`config.mk`:
```
export PLATFORM = sky130hd
export DESIGN_NAME = hstc_core
export DESIGN_NICKNAME = d
export VERILOG_FILES = /design/src/hdl/hstc_core.v /design/src/hdl/hstc_prescaler.v
export VERILOG_INCLUDE_DIRS = /design/src /design/src/hdl
export SDC_FILE = /design/constraint.sdc
export NUM_CORES = 1
export LEC_CHECK = 0
export ABC_AREA = 1
export BUFFER_PORTS_ARGS = -buffer_cell sky130_fd_sc_hd__buf_2
export CAP_MARGIN = 15
export CORE_MARGIN = 3
export CORE_UTILIZATION = 60
export DETAILED_ROUTE_END_ITERATION = 10
export GPL_TIMING_DRIVEN = 0
export PLACE_DENSITY = 0.79
export SETUP_SLACK_MARGIN = 0.5
export SLEW_MARGIN = 20
export SYNTH_ARGS = -nofsm -noshare
export SYNTH_HDL_FRONTEND = slang
export SYNTH_SLANG_ARGS = --single-unit
```
`constraint.sdc`:
```
create_clock -name hclk -period 2.9 [get_ports hclk]
set_input_delay 0.29 -clock hclk [delete_from_list [all_inputs] [get_ports hclk]]
set_output_delay 0.29 -clock hclk [all_outputs]
set_load 0.01 [all_outputs]
```
`src/hdl/hstc_regs.vh`:
```
/*
  register map, field positions, reset values and mode codes of the
  high speed timer/counter core.
  assumes a 32-bit AHB-Lite slave port, one aligned word per register.
*/
`ifndef HSTC_REGS_VH
`define HSTC_REGS_VH

// ==========================================================
// register byte offsets
`define HSTC_OFS_COUNT 6'h00
`define HSTC_OFS_CMP_A 6'h04
`define HSTC_OFS_CMP_B 6'h08
`define HSTC_OFS_TOP 6'h0C
`define HSTC_OFS_CMP_D 6'h10
`define HSTC_OFS_HIGH 6'h14
`define HSTC_OFS_CTRL_A 6'h18
`define HSTC_OFS_CTRL_B 6'h1C
`define HSTC_OFS_CTRL_C 6'h20
`define HSTC_OFS_CTRL_D 6'h24
`define HSTC_OFS_FLAGS 6'h28
`define HSTC_OFS_MASK 6'h2C
`define HSTC_OFS_PLL 6'h30

// ==========================================================
// field positions
`define HSTC_B_PSR 6
`define HSTC_B_FAULT 6
`define HSTC_B_FIE 7
`define HSTC_B_LOCK 0
`define HSTC_B_FCKE 2
`define HSTC_B_LSM 7
`define HSTC_F_OVF 0
`define HSTC_F_A 1
`define HSTC_F_B 2
`define HSTC_F_D 3
`define HSTC_F_FAULT 4

// ==========================================================
// reset values and count limits
`define HSTC_RST_CMP 10'h000
`define HSTC_RST_TOP 10'h0FF
`define HSTC_RST_CTRL 8'h00
`define HSTC_MAX 10'h0FF
`define HSTC_BOTTOM 10'h000

// ==========================================================
// waveform mode codes
`define HSTC_WM_UP 2'h0
`define HSTC_WM_UPDN 2'h1
`define HSTC_WM_MAX 2'h2

`endif

```
`src/hdl/hstc_core.v`:
```
/*
  high speed timer/counter core: 10-bit counter, prescaler, four compare
  channels (one is TOP), flags and masks, AHB-Lite register slave.
  assumes one slave on the bus (hreadyout is the bus hready) and that the
  fast peripheral clock arrives as a pin sampled on hclk.
*/
`timescale 1ns/1ps
`default_nettype none
`include "hstc_regs.vh"

module hstc_core (
  // clock and reset
  input wire hclk,
  input wire hresetn,
  input wire ce,
  // ahb-lite slave
  input wire hsel,
  input wire [31:0] haddr,
  input wire [1:0] htrans,
  input wire hwrite,
  input wire [2:0] hsize,
  input wire [31:0] hwdata,
  input wire hready,
  output wire hreadyout,
  output wire hresp,
  output reg [31:0] hrdata,
  // pins from outside the clock domain
  input wire fast_clock_pin,
  input wire pll_lock_pin,
  input wire fault_pin,
  // interrupt request and acknowledge per source
  input wire [4:0] int_ack,
  output wire [4:0] int_req,
  // compare outputs
  output reg compare_pin_a,
  output reg compare_pin_b,
  output reg compare_pin_d
);

  // ==========================================================
  // bus side registers
  reg wr_pend_r; // write data phase in progress
  reg [5:0] wr_addr_r; // latched write offset
  reg [1:0] shared_high_bits_r; // shared upper bits buffer
  reg [9:0] buf_r [0:3]; // latest written compare values a,b,top,d
  reg [7:0] control_a_r; // pwm enables a,b,d in bits 2:0
  reg [7:0] control_b_r; // clock_select in bits 3:0
  reg [7:0] control_c_r; // compare_output_mode a,b,d
  reg [7:0] control_d_r; // waveform_mode 1:0, fault enable bit 7
  reg [7:0] interrupt_mask_r; // mask of ovf,a,b,d
  reg [7:0] pll_control_status_r; // fast clock enable, low speed select
  reg [4:0] interrupt_flags_r; // sticky flags
  reg cnt_wr_r; // count write strobe
  reg [9:0] cnt_wdat_r; // count write data
  reg psr_r; // prescaler reset strobe

  // ==========================================================
  // synchronizer stages
  reg [2:0] fck_s_r; // fast clock pin, two stages plus edge stage
  reg [1:0] lock_s_r; // pll lock pin
  reg [1:0] fault_s_r; // fault pin
  reg [31:0] ctl_s1_r; // control bits, first stage
  reg [31:0] ctl_s2_r; // control bits, second stage
  reg [9:0] buf_s1_r [0:3]; // compare buffers, first stage
  reg [9:0] buf_s2_r [0:3]; // compare buffers, second stage
  reg [1:0] cwr_s_r; // count write strobe stages
  reg [9:0] cwd_s1_r; // count write data stages
  reg [9:0] cwd_s2_r;
  reg [1:0] psr_s_r; // prescaler reset stages
  reg [9:0] cnt_s1_r; // count back to bus, two stages
  reg [9:0] cnt_s2_r;
  reg [4:0] ev_s1_r; // flag events back to bus, two stages
  reg [4:0] ev_s2_r;

  // ==========================================================
  // counter side registers
  reg [9:0] count_value_r; // the counter
  reg down_r; // counting down in up/down mode
  reg block_r; // blocks matches for one tick after a count write
  reg half_r; // halves the fast clock in low speed mode
  reg [9:0] act_r [0:3]; // active compare values
  reg [4:0] ev_r; // flag events raised this cycle

  // ==========================================================
  // decoded control, counter domain
  wire [2:0] pwm_en = ctl_s2_r[2:0];
  wire [3:0] clock_select = ctl_s2_r[11:8];
  wire [5:0] compare_output_mode = ctl_s2_r[21:16];
  wire [1:0] waveform_mode = ctl_s2_r[25:24];
  wire fast_clock_enable = ctl_s2_r[26];
  wire low_speed_select = ctl_s2_r[27];
  wire pwm_any = |pwm_en;
  wire updown = pwm_any & (waveform_mode == `HSTC_WM_UPDN);
  wire [9:0] top_value = (waveform_mode == `HSTC_WM_MAX) ? `HSTC_MAX : act_r[2];
  wire at_top = (count_value_r == top_value);
  wire at_bottom = (count_value_r == `HSTC_BOTTOM);
  wire fck_rise = fck_s_r[1] & ~fck_s_r[2];
  wire base_tick;
  wire tick;
  wire reload = pwm_any & tick & (updown ? at_bottom : at_top);

  // fast clock edges in async mode, every hclk otherwise
  assign base_tick = fast_clock_enable ? (fck_rise & (~low_speed_select | half_r)) : 1'b1;

  hstc_prescaler u_prescaler (
    .hclk(hclk),
    .hresetn(hresetn),
    .ce(ce),
    .base_tick(base_tick),
    .clr(psr_s_r[1]),
    .clock_select(clock_select),
    .tick(tick)
  );

  // ==========================================================
  // ahb decode: writes take one wait state so a following read sees them, except count, which returns through the crossing stages
  wire acc = hsel & hready & htrans[1] & ce;
  wire [5:0] rd_addr = haddr[5:0];
  wire cmp_sel_rd = (rd_addr == `HSTC_OFS_CMP_A) | (rd_addr == `HSTC_OFS_CMP_B) |
                    (rd_addr == `HSTC_OFS_TOP) | (rd_addr == `HSTC_OFS_CMP_D);

  assign hreadyout = ce & ~wr_pend_r;
  assign hresp = 1'b0;

  // compare channel index from an offset
  function [1:0] cmp_idx;
    input [5:0] ofs;
    begin
      cmp_idx = ofs[4] ? 2'h3 : (ofs[3:2] - 2'h1);
    end
  endfunction

  // true for the four compare offsets
  function is_cmp;
    input [5:0] ofs;
    begin
      is_cmp = (ofs == `HSTC_OFS_CMP_A) | (ofs == `HSTC_OFS_CMP_B) |
               (ofs == `HSTC_OFS_TOP) | (ofs == `HSTC_OFS_CMP_D);
    end
  endfunction

  // read mux, unmapped offsets read zero
  reg [31:0] rd_mux;
  always @* begin
    rd_mux = 32'h0000_0000;
    case (rd_addr)
      `HSTC_OFS_COUNT: rd_mux[7:0] = cnt_s2_r[7:0];
      `HSTC_OFS_HIGH: rd_mux[1:0] = shared_high_bits_r;
      `HSTC_OFS_CTRL_A: rd_mux[7:0] = control_a_r;
      `HSTC_OFS_CTRL_B: rd_mux[7:0] = control_b_r;
      `HSTC_OFS_CTRL_C: rd_mux[7:0] = control_c_r;
      `HSTC_OFS_CTRL_D: rd_mux[7:0] = {control_d_r[7], interrupt_flags_r[`HSTC_F_FAULT], control_d_r[5:0]};
      `HSTC_OFS_FLAGS: rd_mux[4:0] = interrupt_flags_r;
      `HSTC_OFS_MASK: rd_mux[7:0] = interrupt_mask_r;
      `HSTC_OFS_PLL: rd_mux[7:0] = {pll_control_status_r[7:1], lock_s_r[1]};
      default: begin
        if (cmp_sel_rd) begin
          rd_mux[7:0] = buf_r[cmp_idx(rd_addr)][7:0];
        end
      end
    endcase
  end

  // ==========================================================
  // bus side state: register writes, read side effects, flags
  wire wr_now = wr_pend_r;
  wire [9:0] wr_word = {shared_high_bits_r, hwdata[7:0]};
  wire [4:0] flag_clr = int_ack | ((wr_now && wr_addr_r == `HSTC_OFS_FLAGS) ? hwdata[4:0] : 5'h00) |
                        ((wr_now && wr_addr_r == `HSTC_OFS_CTRL_D && hwdata[`HSTC_B_FAULT]) ? 5'h10 : 5'h00);
  integer k;

  always @(posedge hclk or negedge hresetn) begin
    if (!hresetn) begin
      wr_pend_r <= 1'b0;
      wr_addr_r <= 6'h00;
      hrdata <= 32'h0000_0000;
      shared_high_bits_r <= 2'h0;
      control_a_r <= `HSTC_RST_CTRL;
      control_b_r <= `HSTC_RST_CTRL;
      control_c_r <= `HSTC_RST_CTRL;
      control_d_r <= `HSTC_RST_CTRL;
      interrupt_mask_r <= `HSTC_RST_CTRL;
      pll_control_status_r <= `HSTC_RST_CTRL;
      interrupt_flags_r <= 5'h00;
      cnt_wr_r <= 1'b0;
      cnt_wdat_r <= 10'h000;
      psr_r <= 1'b0;
      for (k = 0; k < 4; k = k + 1) begin
        buf_r[k] <= (k == 2) ? `HSTC_RST_TOP : `HSTC_RST_CMP;
      end
    end else if (ce) begin
      wr_pend_r <= acc & hwrite & ~wr_pend_r;
      cnt_wr_r <= 1'b0;
      psr_r <= 1'b0;
      if (acc) begin
        wr_addr_r <= rd_addr;
      end
      // read address phase: answer and copy upper bits to the buffer
      if (acc && !hwrite) begin
        hrdata <= rd_mux;
        if (rd_addr == `HSTC_OFS_COUNT) begin
          shared_high_bits_r <= cnt_s2_r[9:8];
        end else if (cmp_sel_rd) begin
          shared_high_bits_r <= buf_r[cmp_idx(rd_addr)][9:8];
        end
      end
      // write data phase
      if (wr_now) begin
        case (wr_addr_r)
          `HSTC_OFS_COUNT: begin
            cnt_wr_r <= 1'b1;
            cnt_wdat_r <= wr_word;
          end
          `HSTC_OFS_HIGH: shared_high_bits_r <= hwdata[1:0];
          `HSTC_OFS_CTRL_A: control_a_r <= hwdata[7:0];
          `HSTC_OFS_CTRL_B: begin
            control_b_r <= {1'b0, 1'b0, hwdata[5:0]};
            psr_r <= hwdata[`HSTC_B_PSR];
          end
          `HSTC_OFS_CTRL_C: control_c_r <= hwdata[7:0];
          `HSTC_OFS_CTRL_D: control_d_r <= {hwdata[7], 1'b0, hwdata[5:0]};
          `HSTC_OFS_MASK: interrupt_mask_r <= hwdata[7:0];
          `HSTC_OFS_PLL: pll_control_status_r <= {hwdata[7:1], 1'b0};
          default: begin
            if (is_cmp(wr_addr_r)) begin
              buf_r[cmp_idx(wr_addr_r)] <= wr_word;
            end
          end
        endcase
      end
      // an arriving event wins over a clear in the same cycle
      interrupt_flags_r <= (interrupt_flags_r & ~flag_clr) | ev_s2_r;
    end
  end

  // each source gated by its own enable
  assign int_req = interrupt_flags_r & {control_d_r[`HSTC_B_FIE], interrupt_mask_r[3:0]};

  // ==========================================================
  // crossing stages; two flops each way keep the delays of the async part
  always @(posedge hclk or negedge hresetn) begin
    if (!hresetn) begin
      fck_s_r <= 3'h0;
      lock_s_r <= 2'h0;
      fault_s_r <= 2'h0;
      ctl_s1_r <= 32'h0000_0000;
      ctl_s2_r <= 32'h0000_0000;
      cwr_s_r <= 2'h0;
      cwd_s1_r <= 10'h000;
      cwd_s2_r <= 10'h000;
      psr_s_r <= 2'h0;
      cnt_s1_r <= 10'h000;
      cnt_s2_r <= 10'h000;
      ev_s1_r <= 5'h00;
      ev_s2_r <= 5'h00;
    end else if (ce) begin
      fck_s_r <= {fck_s_r[1:0], fast_clock_pin};
      lock_s_r <= {lock_s_r[0], pll_lock_pin};
      fault_s_r <= {fault_s_r[0], fault_pin};
      ctl_s1_r <= {4'h0, pll_control_status_r[`HSTC_B_LSM], pll_control_status_r[`HSTC_B_FCKE],
                   control_d_r[1:0], 2'h0, control_c_r[5:0], 4'h0, control_b_r[3:0],
                   5'h00, control_a_r[2:0]};
      ctl_s2_r <= ctl_s1_r;
      cwr_s_r <= {cwr_s_r[0], cnt_wr_r};
      cwd_s1_r <= cnt_wdat_r;
      cwd_s2_r <= cwd_s1_r;
      psr_s_r <= {psr_s_r[0], psr_r};
      cnt_s1_r <= count_value_r;
      cnt_s2_r <= cnt_s1_r;
      ev_s1_r <= ev_r;
      ev_s2_r <= ev_s1_r;
    end
  end

  // ==========================================================
  // counter unit
  always @(posedge hclk or negedge hresetn) begin
    if (!hresetn) begin
      count_value_r <= `HSTC_BOTTOM;
      down_r <= 1'b0;
      block_r <= 1'b0;
      half_r <= 1'b0;
    end else if (ce) begin
      if (fck_rise) begin
        half_r <= ~half_r;
      end
      if (cwr_s_r[1]) begin
        count_value_r <= cwd_s2_r;
        block_r <= 1'b1;
      end else if (tick) begin
        block_r <= 1'b0;
        if (updown) begin
          if (!down_r) begin
            down_r <= at_top;
            count_value_r <= at_top ? count_value_r - 10'h001 : count_value_r + 10'h001;
          end else begin
            down_r <= ~at_bottom;
            count_value_r <= at_bottom ? count_value_r + 10'h001 : count_value_r - 10'h001;
          end
        end else begin
          down_r <= 1'b0;
          count_value_r <= at_top ? `HSTC_BOTTOM : count_value_r + 10'h001;
        end
      end
    end
  end

  // ==========================================================
  // compare channels a, b, top, d
  wire [3:0] match;
  genvar g;
  generate
    for (g = 0; g < 4; g = g + 1) begin : g_cmp
      // crossing stages and active value
      always @(posedge hclk or negedge hresetn) begin
        if (!hresetn) begin
          buf_s1_r[g] <= (g == 2) ? `HSTC_RST_TOP : `HSTC_RST_CMP;
          buf_s2_r[g] <= (g == 2) ? `HSTC_RST_TOP : `HSTC_RST_CMP;
          act_r[g] <= (g == 2) ? `HSTC_RST_TOP : `HSTC_RST_CMP;
        end else if (ce) begin
          buf_s1_r[g] <= buf_r[g];
          buf_s2_r[g] <= buf_s1_r[g];
          // pwm reloads at top or bottom only, avoiding odd pulses
          if (!pwm_any || reload) begin
            act_r[g] <= buf_s2_r[g];
          end
        end
      end
      // a count write keeps the next tick from matching
      assign match[g] = tick & ~block_r & (count_value_r == act_r[g]);
    end
  endgenerate

  // compare and overflow events registered one hclk cycle after the tick that found equality; fault follows the synchronized pin
  always @(posedge hclk or negedge hresetn) begin
    if (!hresetn) begin
      ev_r <= 5'h00;
    end else if (ce) begin
      ev_r[`HSTC_F_OVF] <= tick & ~cwr_s_r[1] & (updown ? (down_r & at_bottom) : at_top);
      ev_r[`HSTC_F_A] <= match[0] & ~cwr_s_r[1];
      ev_r[`HSTC_F_B] <= match[1] & ~cwr_s_r[1];
      ev_r[`HSTC_F_D] <= match[3] & ~cwr_s_r[1];
      ev_r[`HSTC_F_FAULT] <= fault_s_r[1];
    end
  end

  // ==========================================================
  // waveform outputs; mode 01 toggles, 10 clears, 11 sets on match,
  // pwm sets at bottom and clears on match for any nonzero mode
  function wave;
    input cur;
    input pwm;
    input [1:0] com;
    input hit;
    input bot;
    begin
      wave = cur;
      if (com != 2'h0) begin
        if (pwm) begin
          if (hit) begin
            wave = 1'b0;
          end else if (bot) begin
            wave = 1'b1;
          end
        end else if (hit) begin
          wave = (com == 2'h1) ? ~cur : com[0];
        end
      end
    end
  endfunction

  wire bot_tick = tick & at_bottom;

  always @(posedge hclk or negedge hresetn) begin
    if (!hresetn) begin
      compare_pin_a <= 1'b0;
      compare_pin_b <= 1'b0;
      compare_pin_d <= 1'b0;
    end else if (ce) begin
      compare_pin_a <= wave(compare_pin_a, pwm_en[0], compare_output_mode[1:0], match[0], bot_tick);
      compare_pin_b <= wave(compare_pin_b, pwm_en[1], compare_output_mode[3:2], match[1], bot_tick);
      compare_pin_d <= wave(compare_pin_d, pwm_en[2], compare_output_mode[5:4], match[3], bot_tick);
    end
  end

endmodule // hstc_core

`default_nettype wire

```
`src/hdl/hstc_prescaler.v`:
```
/*
  prescaler of the timer: divides a base tick by 1 .. 16384 or stops.
  assumes base_tick is a one-cycle pulse on hclk and clr a one-cycle pulse.
*/
`timescale 1ns/1ps
`default_nettype none

module hstc_prescaler (
  // clock and reset
  input wire hclk,
  input wire hresetn,
  input wire ce,
  // control
  input wire base_tick,
  input wire clr,
  input wire [3:0] clock_select,
  // timer tick
  output wire tick
);

  // ==========================================================
  // divider chain
  reg [13:0] div_r; // free running base tick counter
  wire [13:0] div_mask;

  // bits of the divider that must all be one for a tick
  function [13:0] sel_mask;
    input [3:0] cs;
    begin
      sel_mask = (cs == 4'h0) ? 14'h0000 : ((14'h0001 << (cs - 4'h1)) - 14'h0001);
    end
  endfunction

  assign div_mask = sel_mask(clock_select);

  // counter advances on base ticks, clears on software request
  always @(posedge hclk or negedge hresetn) begin
    if (!hresetn) begin
      div_r <= 14'h0000;
    end else if (ce) begin
      if (clr) begin
        div_r <= 14'h0000;
      end else if (base_tick) begin
        div_r <= div_r + 14'h0001;
      end
    end
  end

  // select 0 stops the timer, 1 passes every base tick, n divides by 2^(n-1);
  // no tick in the clearing cycle, so restart latency is independent of phase
  assign tick = base_tick & ~clr & (clock_select != 4'h0) & ((div_r & div_mask) == div_mask);

endmodule // hstc_prescaler

`default_nettype wire

```
==> impl_metrics.toml, run 1 <==
[grt]
grt_pass1_vias = 14108
antenna_found_initial = 1
grt_max_degree = 95
grt_pass1_wl_mm = 77.34
grt_overflow = 0
grt_usage = 0.3214

[final_layout]
nets = 2278
syn_to_final_growth_pct = 15.52
num_antenna_cells = 0
fin_util = 0.7109
drive_gt1_frac = 0.1661

[critical_path]
worstPathRequired_ns = 3.34
crit_fanout = 10
startpoint_type = "flop"
timing.rr.end = "act_r[9]"
r2r_cells = 19
crit_type = "reg -> reg"
reg2reg_from = "ctl_s2_r[10]"
r2r_slack_ns = 0.21
crit_path_end_kind = "flop"
crit_arrival_ns = 3.13

[floorplanning]
die_h_um = 175.5
start_util = 0.6154
ios = 125
row_count = 61
core_sq_um = 28010
die_x_um = 175.5
dieArea_sq_um = 30800

[placed_design]
hpwl_mm = 34.52
place.port_buffers = 44
gp_congestion = 0.9913
post-place-ws_ns = -0.1072

[power_and_ir_drop]
p_per_area_nw_per_um2 = 656.2
leakage_nw = 9.501
vdd.ir_drop.worst_mv = 0.4681
power_w = 0.01307

[drt]
wirelength_mm = 48.78
first_pass_iters = 6
drc_errors = 0
viasPerCell = 5.616
drt-initial-drc-count = 1644
via_count = 14500
ant_nets = 0
wl_per_cell_um = 18.89

[sta]
tightest_slew_ns = 1.045
fin_crit_ns = 2.693
clock.fmax_mhz = 371.3
hold_viol_final = 0
fin_crit_sh = 0.9287
timing.final.ws_setup_ns = 0.2068
setup_violations = 0
rsz0062_at_grt = "true"
slew_viol_final = 0
tns_ns = 0
slew_headroom = 0.2853
clock_skew_ns = 0.01557

[flow_run]
maxCapViolations = 0

[clock_tree]
numCtsBuffers = 38
cts.clk_slew.worst_paths_ns = 0.06
cts-root-buf = "clkbuf_16"
clk_latency_ns = 0.53
max-clock-path-buffers = 3
cts.htree.levels = 2
clock_sinks = 368
cts_tree = "built"

[synthesis]
yosys_warnings = 0
synthesis.instances = 2035
synthArstFlopShare = 1.000
synth-edff-count = 0
yosys_register_bits = 368
synth_flop_cell = "dfrtp_1"
syn_area_sq_um = 17240
avgSynthCellArea_sq_um = 8.470
synth.distinct_cells = 49
seq_area_frac_synth = 0.5366

[hold_path]
min_from = "haddr[0]"
hold_depth = 2
hold_end = "wr_addr_r[0]"
hp-class = "in -> reg"

[run_status]
status = "finished, final reports clean"
[power by group]
group	internal, W	switching, W
Combinational	0.000845	0.00158
Sequential	0.00564	0.000391
Clock	0.00263	0.00197
Total	0.00912	0.00395
[metal layers]
layer	share of wire	GRT usage
met5	0.00025	0
met4	0.044	0.1323
met3	0.070	0.04734
met2	0.45	0.4967
met1	0.43	0.4625
[worst max-delay path, cell delays in order (launching register included)]
cell and delay [ns]:
dfrtp_2 0.44, inv_6 0.11, nand4_1 0.19, ha_4 0.32, inv_2 0.03, nand2_2 0.05, nand2_1 0.05, nor2_1 0.07
nand3_1 0.06, nor2_1 0.08, nand2_1 0.06, nor2_2 0.12, nand3_4 0.12, nor2_8 0.14, nand2_4 0.08, o21bai_4 0.17
buf_6 0.14, nand2_8 0.08, buf_6 0.19, o21ai_2 0.12
[repair_timing]
action	in CTS	in global routing
hold endpoints to repair	44	0
hold buffers	4	0
setup buffers	16	6
endpoints found under the setup margin	79	68
pin swaps	6	5
cloned	5	0
resized for setup	57	32
[synthesized netlist by cell type, types with 3 or more instances]
| master | instances | area, sq um |
|---|---|---|
| a211oi_1 | 8 | 60.06 |
| a21oi_1 | 37 | 185.2 |
| a221oi_1 | 3 | 26.28 |
| a31oi_1 | 6 | 37.54 |
| buf_2 | 5 | 25.02 |
| buf_4 | 26 | 195.2 |
| buf_6 | 9 | 101.4 |
| clkbuf_1 | 77 | 289.0 |
| clkinv_1 | 8 | 30.03 |
| dfrtp_1 | 336 | 8408 |
| dfstp_2 | 32 | 840.8 |
| ha_1 | 17 | 212.7 |
| inv_1 | 176 | 660.6 |
| inv_2 | 8 | 30.03 |
| nand2_1 | 633 | 2376 |
| nand2_2 | 42 | 262.8 |
| nand3_1 | 56 | 280.3 |
| nand4_1 | 25 | 156.4 |
| nor2_1 | 93 | 349.1 |
| nor2_4 | 3 | 33.78 |
| nor3_1 | 23 | 115.1 |
| o2111ai_1 | 4 | 35.03 |
| o211ai_1 | 3 | 22.52 |
| o21ai_0 | 254 | 1271 |
| o21ai_1 | 12 | 60.06 |
| o21ai_2 | 40 | 350.3 |
| o22ai_1 | 16 | 100.1 |
| or2_2 | 13 | 81.33 |
| xnor2_1 | 16 | 140.1 |
| xor2_1 | 28 | 245.2 |
[final cells by class]
| type | instances | area, sq um |
|---|---|---|
| clock buffer | 58 | 1107 |
| sequential | 368 | 9254 |
| clock inverter | 8 | 46.29 |
| buffer | 117 | 638.1 |
| inverter | 192 | 738.2 |
| multi-input combinational | 1383 | 6979 |
| tap | 378 | 473.0 |
| timing repair buffer | 78 | 675.6 |
| fill | 2095 | 8099 |
[stage by stage]
step	cell area [sq um]	hold WS [ns]	instances
global route	19910	0.008608	2582
CTS	19740	0.004761	2576
global placement	18030	0.4537	2481
finish	19910	0.01959	2582
floorplan	17340	-0.005591	2059
detailed placement	18150	0.2018	2485
[state kept, by name (all words and copies together), names as in the netlist, 6 cells and up]
| register | flops |
|---|---|
| pll_control_status_r | 7 |
| cnt_s1_r | 10 |
| buf_r | 40 |
| control_c_r | 8 |
| control_d_r | 7 |
| cnt_s2_r | 10 |
| wr_addr_r | 6 |
| ctl_s2_r | 17 |
| cwd_s2_r | 10 |
| control_a_r | 8 |
| act_r | 40 |
| buf_s2_r | 40 |
| count_value_r | 10 |
| hrdata | 8 |
| buf_s1_r | 40 |
| u_prescaler.div_r | 14 |
| cnt_wdat_r | 10 |
| cwd_s1_r | 10 |
| interrupt_mask_r | 8 |
| control_b_r | 6 |
| ctl_s1_r | 17 |
[worst max path at each step]
stage,startpoint,to
2_1_floorplan,ctl_s2_r[11],act_r[26]
3_3_place_gp,hresetn,buf_r[18]
3_5_place_dp,ce,hreadyout
4_1_cts,ctl_s2_r[9],act_r[24]
5_1_grt,ctl_s2_r[24],act_r[24]
6_report,ctl_s2_r[10],act_r[9]
[logic make-up after synthesis]
family,share of synthesized area
AND/OR/NAND/NOR,0.2189
AO/OA/AOI/OAI,0.1310
XOR/XNOR,0.02236
flip-flops,0.5366
buffers and inverters,0.07724
other,0.0002176
adder cells (fa/ha/maj),0.01234
multiplexers,0.001307
[layout by cell type (no fill, tap or decap), types with 39 or more instances in the layout]
cell and instances:
nand2_1 623, dfrtp_1 332, o21ai_0 243, inv_1 173, nor2_1 90, clkbuf_1 87, nand3_1 53, o21ai_2 47
buf_2 46, nand2_2 44, buf_4 43, clkbuf_16 39
Power figures use the tool's default switching activity.
==> run 2: changes to the inputs <==
--- a/constraint.sdc
+++ b/constraint.sdc
@@ -3,2 +3,2 @@
 set_output_delay 0.29 -clock hclk [all_outputs]
-set_load 0.01 [all_outputs]
+set_load 0.02 [all_outputs]
==> run 2 against run 1 <==
Net effect:
- non-clock buffer count is the same
- clock skew did not move
- die area unchanged
- core utilization unchanged
- maximum frequency did not move
- wire length is the same
- global-route usage did not move
- count of clock-buffer cells in the layout unchanged
- clock power about the same
- critical path depth unchanged
- register-to-register slack about the same
- sequential cell count stayed put
- critical path type unchanged
==> impl_metrics.toml, run 2 (same netlist as run 1, synthesis figures left out) <==
[run_status]
status = "finished, final reports clean"

[power_and_ir_drop]
combPwrFrac = 0.188
p_per_area_nw_per_um2 = 658.1
p_seq_frac = 0.460
p_sw_frac = 0.3040
cellInternalPower_w = 0.009121
power.net_switching_w = 0.003983
leakage_nw = 9.501
clkPwrFrac = 0.351
vdd.ir_drop.worst_mv = 0.4681

[sta]
rsz0062_at_grt = "true"
tightest_slew_ns = 1.045
slew_viol_final = 0
timing.final.ws_setup_ns = 0.2068
tns_ns = 0
fin_crit_sh = 0.9287
clock_skew_ns = 0.01557
clock.fmax_mhz = 371.3
slew_headroom = 0.2853
fin_crit_ns = 2.693
hold_viol_final = 0
setup_violations = 0

[placed_design]
dp_cells = 2485
place_area_sq_um = 18150
post-place-ws_ns = -0.1407
place.port_buffers = 44
gp_congestion = 0.9913
hpwl_mm = 34.52

[critical_path]
crit_fanout = 10
startpoint_type = "flop"
worstPathRequired_ns = 3.34
crit_path_end_kind = "flop"
reg2reg_from = "ctl_s2_r[10]"
cp-startpoint = "ctl_s2_r[10]"
crit_arrival_ns = 3.13
crit_type = "reg -> reg"

[final_layout]
fin_util = 0.7109
num_antenna_cells = 0
nets = 2278
finalInstanceArea_sq_um = 19910
layout.cells.most_common = "nand2_1"
mostFrequentLayoutCells = "nand2_1 (623), dfrtp_1 (332), o21ai_0 (243)"
fillers = 2095
fin_cells = 2582
syn_to_final_growth_pct = 15.52
drive_gt1_frac = 0.1661

[drt]
drc_errors = 0
ant_nets = 0
via_count = 14500
first_pass_iters = 6
viasPerCell = 5.616
wirelength_mm = 48.78
drt-initial-drc-count = 1644
wl_per_cell_um = 18.89

[grt]
grt_pass1_vias = 14108
grt_overflow = 0
grt_usage = 0.3214
grt_max_degree = 95
grt_pass1_wl_mm = 77.34
antenna_found_initial = 1

[clock_tree]
cts.clk_slew.worst_paths_ns = 0.06
max-clock-path-buffers = 3
cts_tree = "built"
cts-root-buf = "clkbuf_16"
cts.htree.levels = 2
clk_latency_ns = 0.53
numCtsBuffers = 38
clock_sinks = 368

[flow_run]
maxCapViolations = 0

[floorplanning]
start_util = 0.6154
die_x_um = 175.5
dieArea_sq_um = 30800
ios = 125
die_h_um = 175.5
row_count = 61
core_sq_um = 28010

[hold_path]
hp-class = "in -> reg"
min_from = "haddr[0]"
[run 2: metrics by stage]
step	hold slack [ns]	total power [W]
floorplan	-0.005591	0.007541
global placement	0.4537	0.008250
detailed placement	0.2018	0.008351
CTS	0.004761	0.01304
global route	0.008608	0.01367
finish	0.01959	0.01310
[run 2: per-layer routing]
metal  global-route usage  part of all wire  wire length (um)  up-vias
met5                    0           0.00025                12        -
met4               0.1323             0.044              2156        2
met3              0.04734             0.070              3427      122
met2               0.4967              0.45             22050      609
met1               0.4625              0.43             21130     6996
li1                     -                 -                 -     6771
[run 2: layout make-up]
type / instances / area [sq um] / area share
Timing Repair Buffer: 78 / 675.6 / 0.03393
Inverter: 192 / 738.2 / 0.03707
Clock inverter: 8 / 46.29 / 0.002325
Sequential cell: 368 / 9254 / 0.4647
Buffer: 117 / 638.1 / 0.03205
Clock buffer: 58 / 1107 / 0.05561
Tap cell: 378 / 473.0 / 0.02375
Multi-Input combinational cell: 1383 / 6979 / 0.3505
[run 2: path summary, 6_finish.rpt]
kind	to	slack, ns	cells after the start
setup / recovery	act_r[9]	0.21	19
hold / removal	wr_addr_r[0]	0.02	2
setup reg to reg	act_r[9]	0.21	19
hold reg to reg	buf_s1_r[14]	0.47	2
max in group asynchronous	buf_r[14]	1.12	5
min in group asynchronous	u_prescaler.div_r[13]	0.25	2
[run 2: power groups by stage]
stage	Clock [W]	Sequential, W	Combinational (W)
2_1_floorplan	0	0.00599	0.00155
3_3_place_gp	0	0.00608	0.00217
3_5_place_dp	0	0.00609	0.00226
4_1_cts	0.00463	0.00601	0.00239
5_1_grt	0.00486	0.00608	0.00273
6_report	0.00460	0.00603	0.00247
[run 2: what timing repair did]
action,4_1_cts,5_1_grt
setup endpoints to repair,79,68
buffers inserted,16,6
pin swaps,6,5
resized for setup,57,32
hold buffers,4,0
cloned,5,0
endpoints found under the hold margin,44,0
[run 2: worst max-delay path: stages, from the launching register on]
cell,delay [ns]
dfrtp_2,0.44
inv_6,0.11
nand4_1,0.19
ha_4,0.32
inv_2,0.03
nand2_2,0.05
nand2_1,0.05
nor2_1,0.07
nand3_1,0.06
nor2_1,0.08
nand2_1,0.06
nor2_2,0.12
nand3_4,0.12
nor2_8,0.14
nand2_4,0.08
o21bai_4,0.17
buf_6,0.14
nand2_8,0.08
buf_6,0.19
o21ai_2,0.12
==> run 3: changes to the inputs <==
CORE_MARGIN = 2   (was 3)
PLACE_DENSITY = 0.78   (was 0.79)
==> run 3 against run 2 <==
Net effect:
- clock skew up 0.0067 ns
- core utilization is 0.69 points lower
- sequential share of layout area is 0.30 points lower
- largest power group unchanged
==> impl_metrics.toml, run 3 (same netlist as run 1, synthesis figures left out) <==
[final_layout]
mostFrequentLayoutCells = "nand2_1 (628), dfrtp_1 (332), o21ai_0 (245)"
nets = 2283
syn_to_final_growth_pct = 16.27
num_antenna_cells = 0
seq_area_sq_um = 9254
drive_gt1_frac = 0.1646
finalInstanceArea_sq_um = 20040
multi_input_comb_area_sq_um = 6899
layout.cells.most_common = "nand2_1"
fillers = 2178
fin_util = 0.7040

[drt]
drc_errors = 0
first_pass_iters = 5
ant_nets = 0
wl_per_cell_um = 18.64
via_count = 14552
drt-initial-drc-count = 1495
viasPerCell = 5.608
wirelength_mm = 48.37

[floorplanning]
row_count = 62
ios = 125
start_util = 0.6054
core_sq_um = 28470
die_h_um = 173.5
die_x_um = 173.5
dieArea_sq_um = 30100

[clock_tree]
numCtsBuffers = 38
cts.clk_slew.worst_paths_ns = 0.07
cts.htree.levels = 2
cts-root-buf = "clkbuf_16"
max-clock-path-buffers = 3
cts_tree = "built"
clock_sinks = 368
clk_latency_ns = 0.54

[critical_path]
startpoint_type = "flop"
cp-startpoint = "count_value_r[1]"
crit_arrival_ns = 3.21
worstPathRequired_ns = 3.35
crit_path_end_kind = "flop"
crit_type = "reg -> reg"
r2r_cells = 12
timing.rr.end = "act_r[26]"
critPathCapture = "act_r[26]"
r2r_slack_ns = 0.14
reg2reg_from = "count_value_r[1]"
crit_fanout = 9

[sta]
tns_ns = 0
tightest_slew_ns = 0.9335
setup_violations = 0
slew_viol_final = 0
timing.final.ws_setup_ns = 0.1426
fin_crit_ns = 2.757
slew_headroom = 0.3616
rsz0062_at_grt = "true"
fin_crit_sh = 0.9508
clock.fmax_mhz = 362.7
clock_skew_ns = 0.02228
hold_viol_final = 0

[power_and_ir_drop]
power_w = 0.01363
leakage_nw = 9.516
vdd.ir_drop.worst_mv = 0.4681
p_per_area_nw_per_um2 = 679.9

[run_status]
status = "finished, final reports clean"

[grt]
antenna_found_initial = 0
grt_pass1_wl_mm = 76.76
grt_pass1_vias = 13994
grt_max_degree = 105
grt_overflow = 0
grt_usage = 0.3256

[placed_design]
post-place-ws_ns = -0.2138
gp_congestion = 0.9410
place_area_sq_um = 18160
place.port_buffers = 44
hpwl_mm = 33.94

[hold_path]
hp-class = "in -> reg"
hold_depth = 3

[flow_run]
maxCapViolations = 0
[run 3: per-layer routing]
metal,part of all wire,GRT usage
met4,0.039,0.1179
met2,0.46,0.5128
met3,0.067,0.04890
met5,0,0
met1,0.43,0.4644
[run 3: final cells by class]
class,instances,share of cell area
buffer,117,0.03290
timing repair buffer,83,0.03440
inverter,192,0.03708
sequential,368,0.4617
clock inverter,14,0.01018
multi-input combinational,1383,0.3442
clock buffer,54,0.05550
tap,384,0.02397
[run 3: how the worst min path moves through the flow]
stage | startpoint | endpoint | slack, ns
finish | hwdata[5] | control_b_r[5] | 0.009
global route | hwdata[5] | control_b_r[5] | 0.03
CTS | hwdata[5] | control_b_r[5] | 0.01
detailed placement | hresetn | u_prescaler.div_r[7] | 0.23
global placement | ctl_s1_r[27] | ctl_s1_r[27] | 0.45
floorplan | hresetn | act_r[0] | -0.006
[run 3: what timing repair did]
action                                  4_1_cts  5_1_grt
setup buffers                                13       11
pin swaps                                     4        5
endpoints found under the setup margin       75       74
resized for setup                            45       28
endpoints found under the hold margin        49        0
gates cloned                                  4        1
hold buffers                                  7        0
[run 3: where the power goes]
group | total, W | switching [W] | internal (W)
clock network | 0.00511 | 0.00206 | 0.00305
registers | 0.00603 | 0.000388 | 0.00564
logic | 0.00248 | 0.00162 | 0.000860
[run 3: critical path, cell delays in order (launching register included)]
cell	delay, ns
dfrtp_1	0.45
clkinvlp_4	0.33
xor2_1	0.38
nand2_1	0.11
nor2_1	0.14
nand3_2	0.19
nand2_1	0.20
o21ai_1	0.13
o21bai_4	0.19
buf_6	0.15
nand2_8	0.10
clkbuf_16	0.20
o21ai_2	0.11
[run 3: per-stage QoR]
stage / std cells / hold slack (ns)
2_1_floorplan: 2059 / -0.005591
3_3_place_gp: 2487 / 0.4544
3_5_place_dp: 2491 / 0.2330
4_1_cts: 2583 / 0.01156
5_1_grt: 2595 / 0.02545
6_report: 2595 / 0.008752
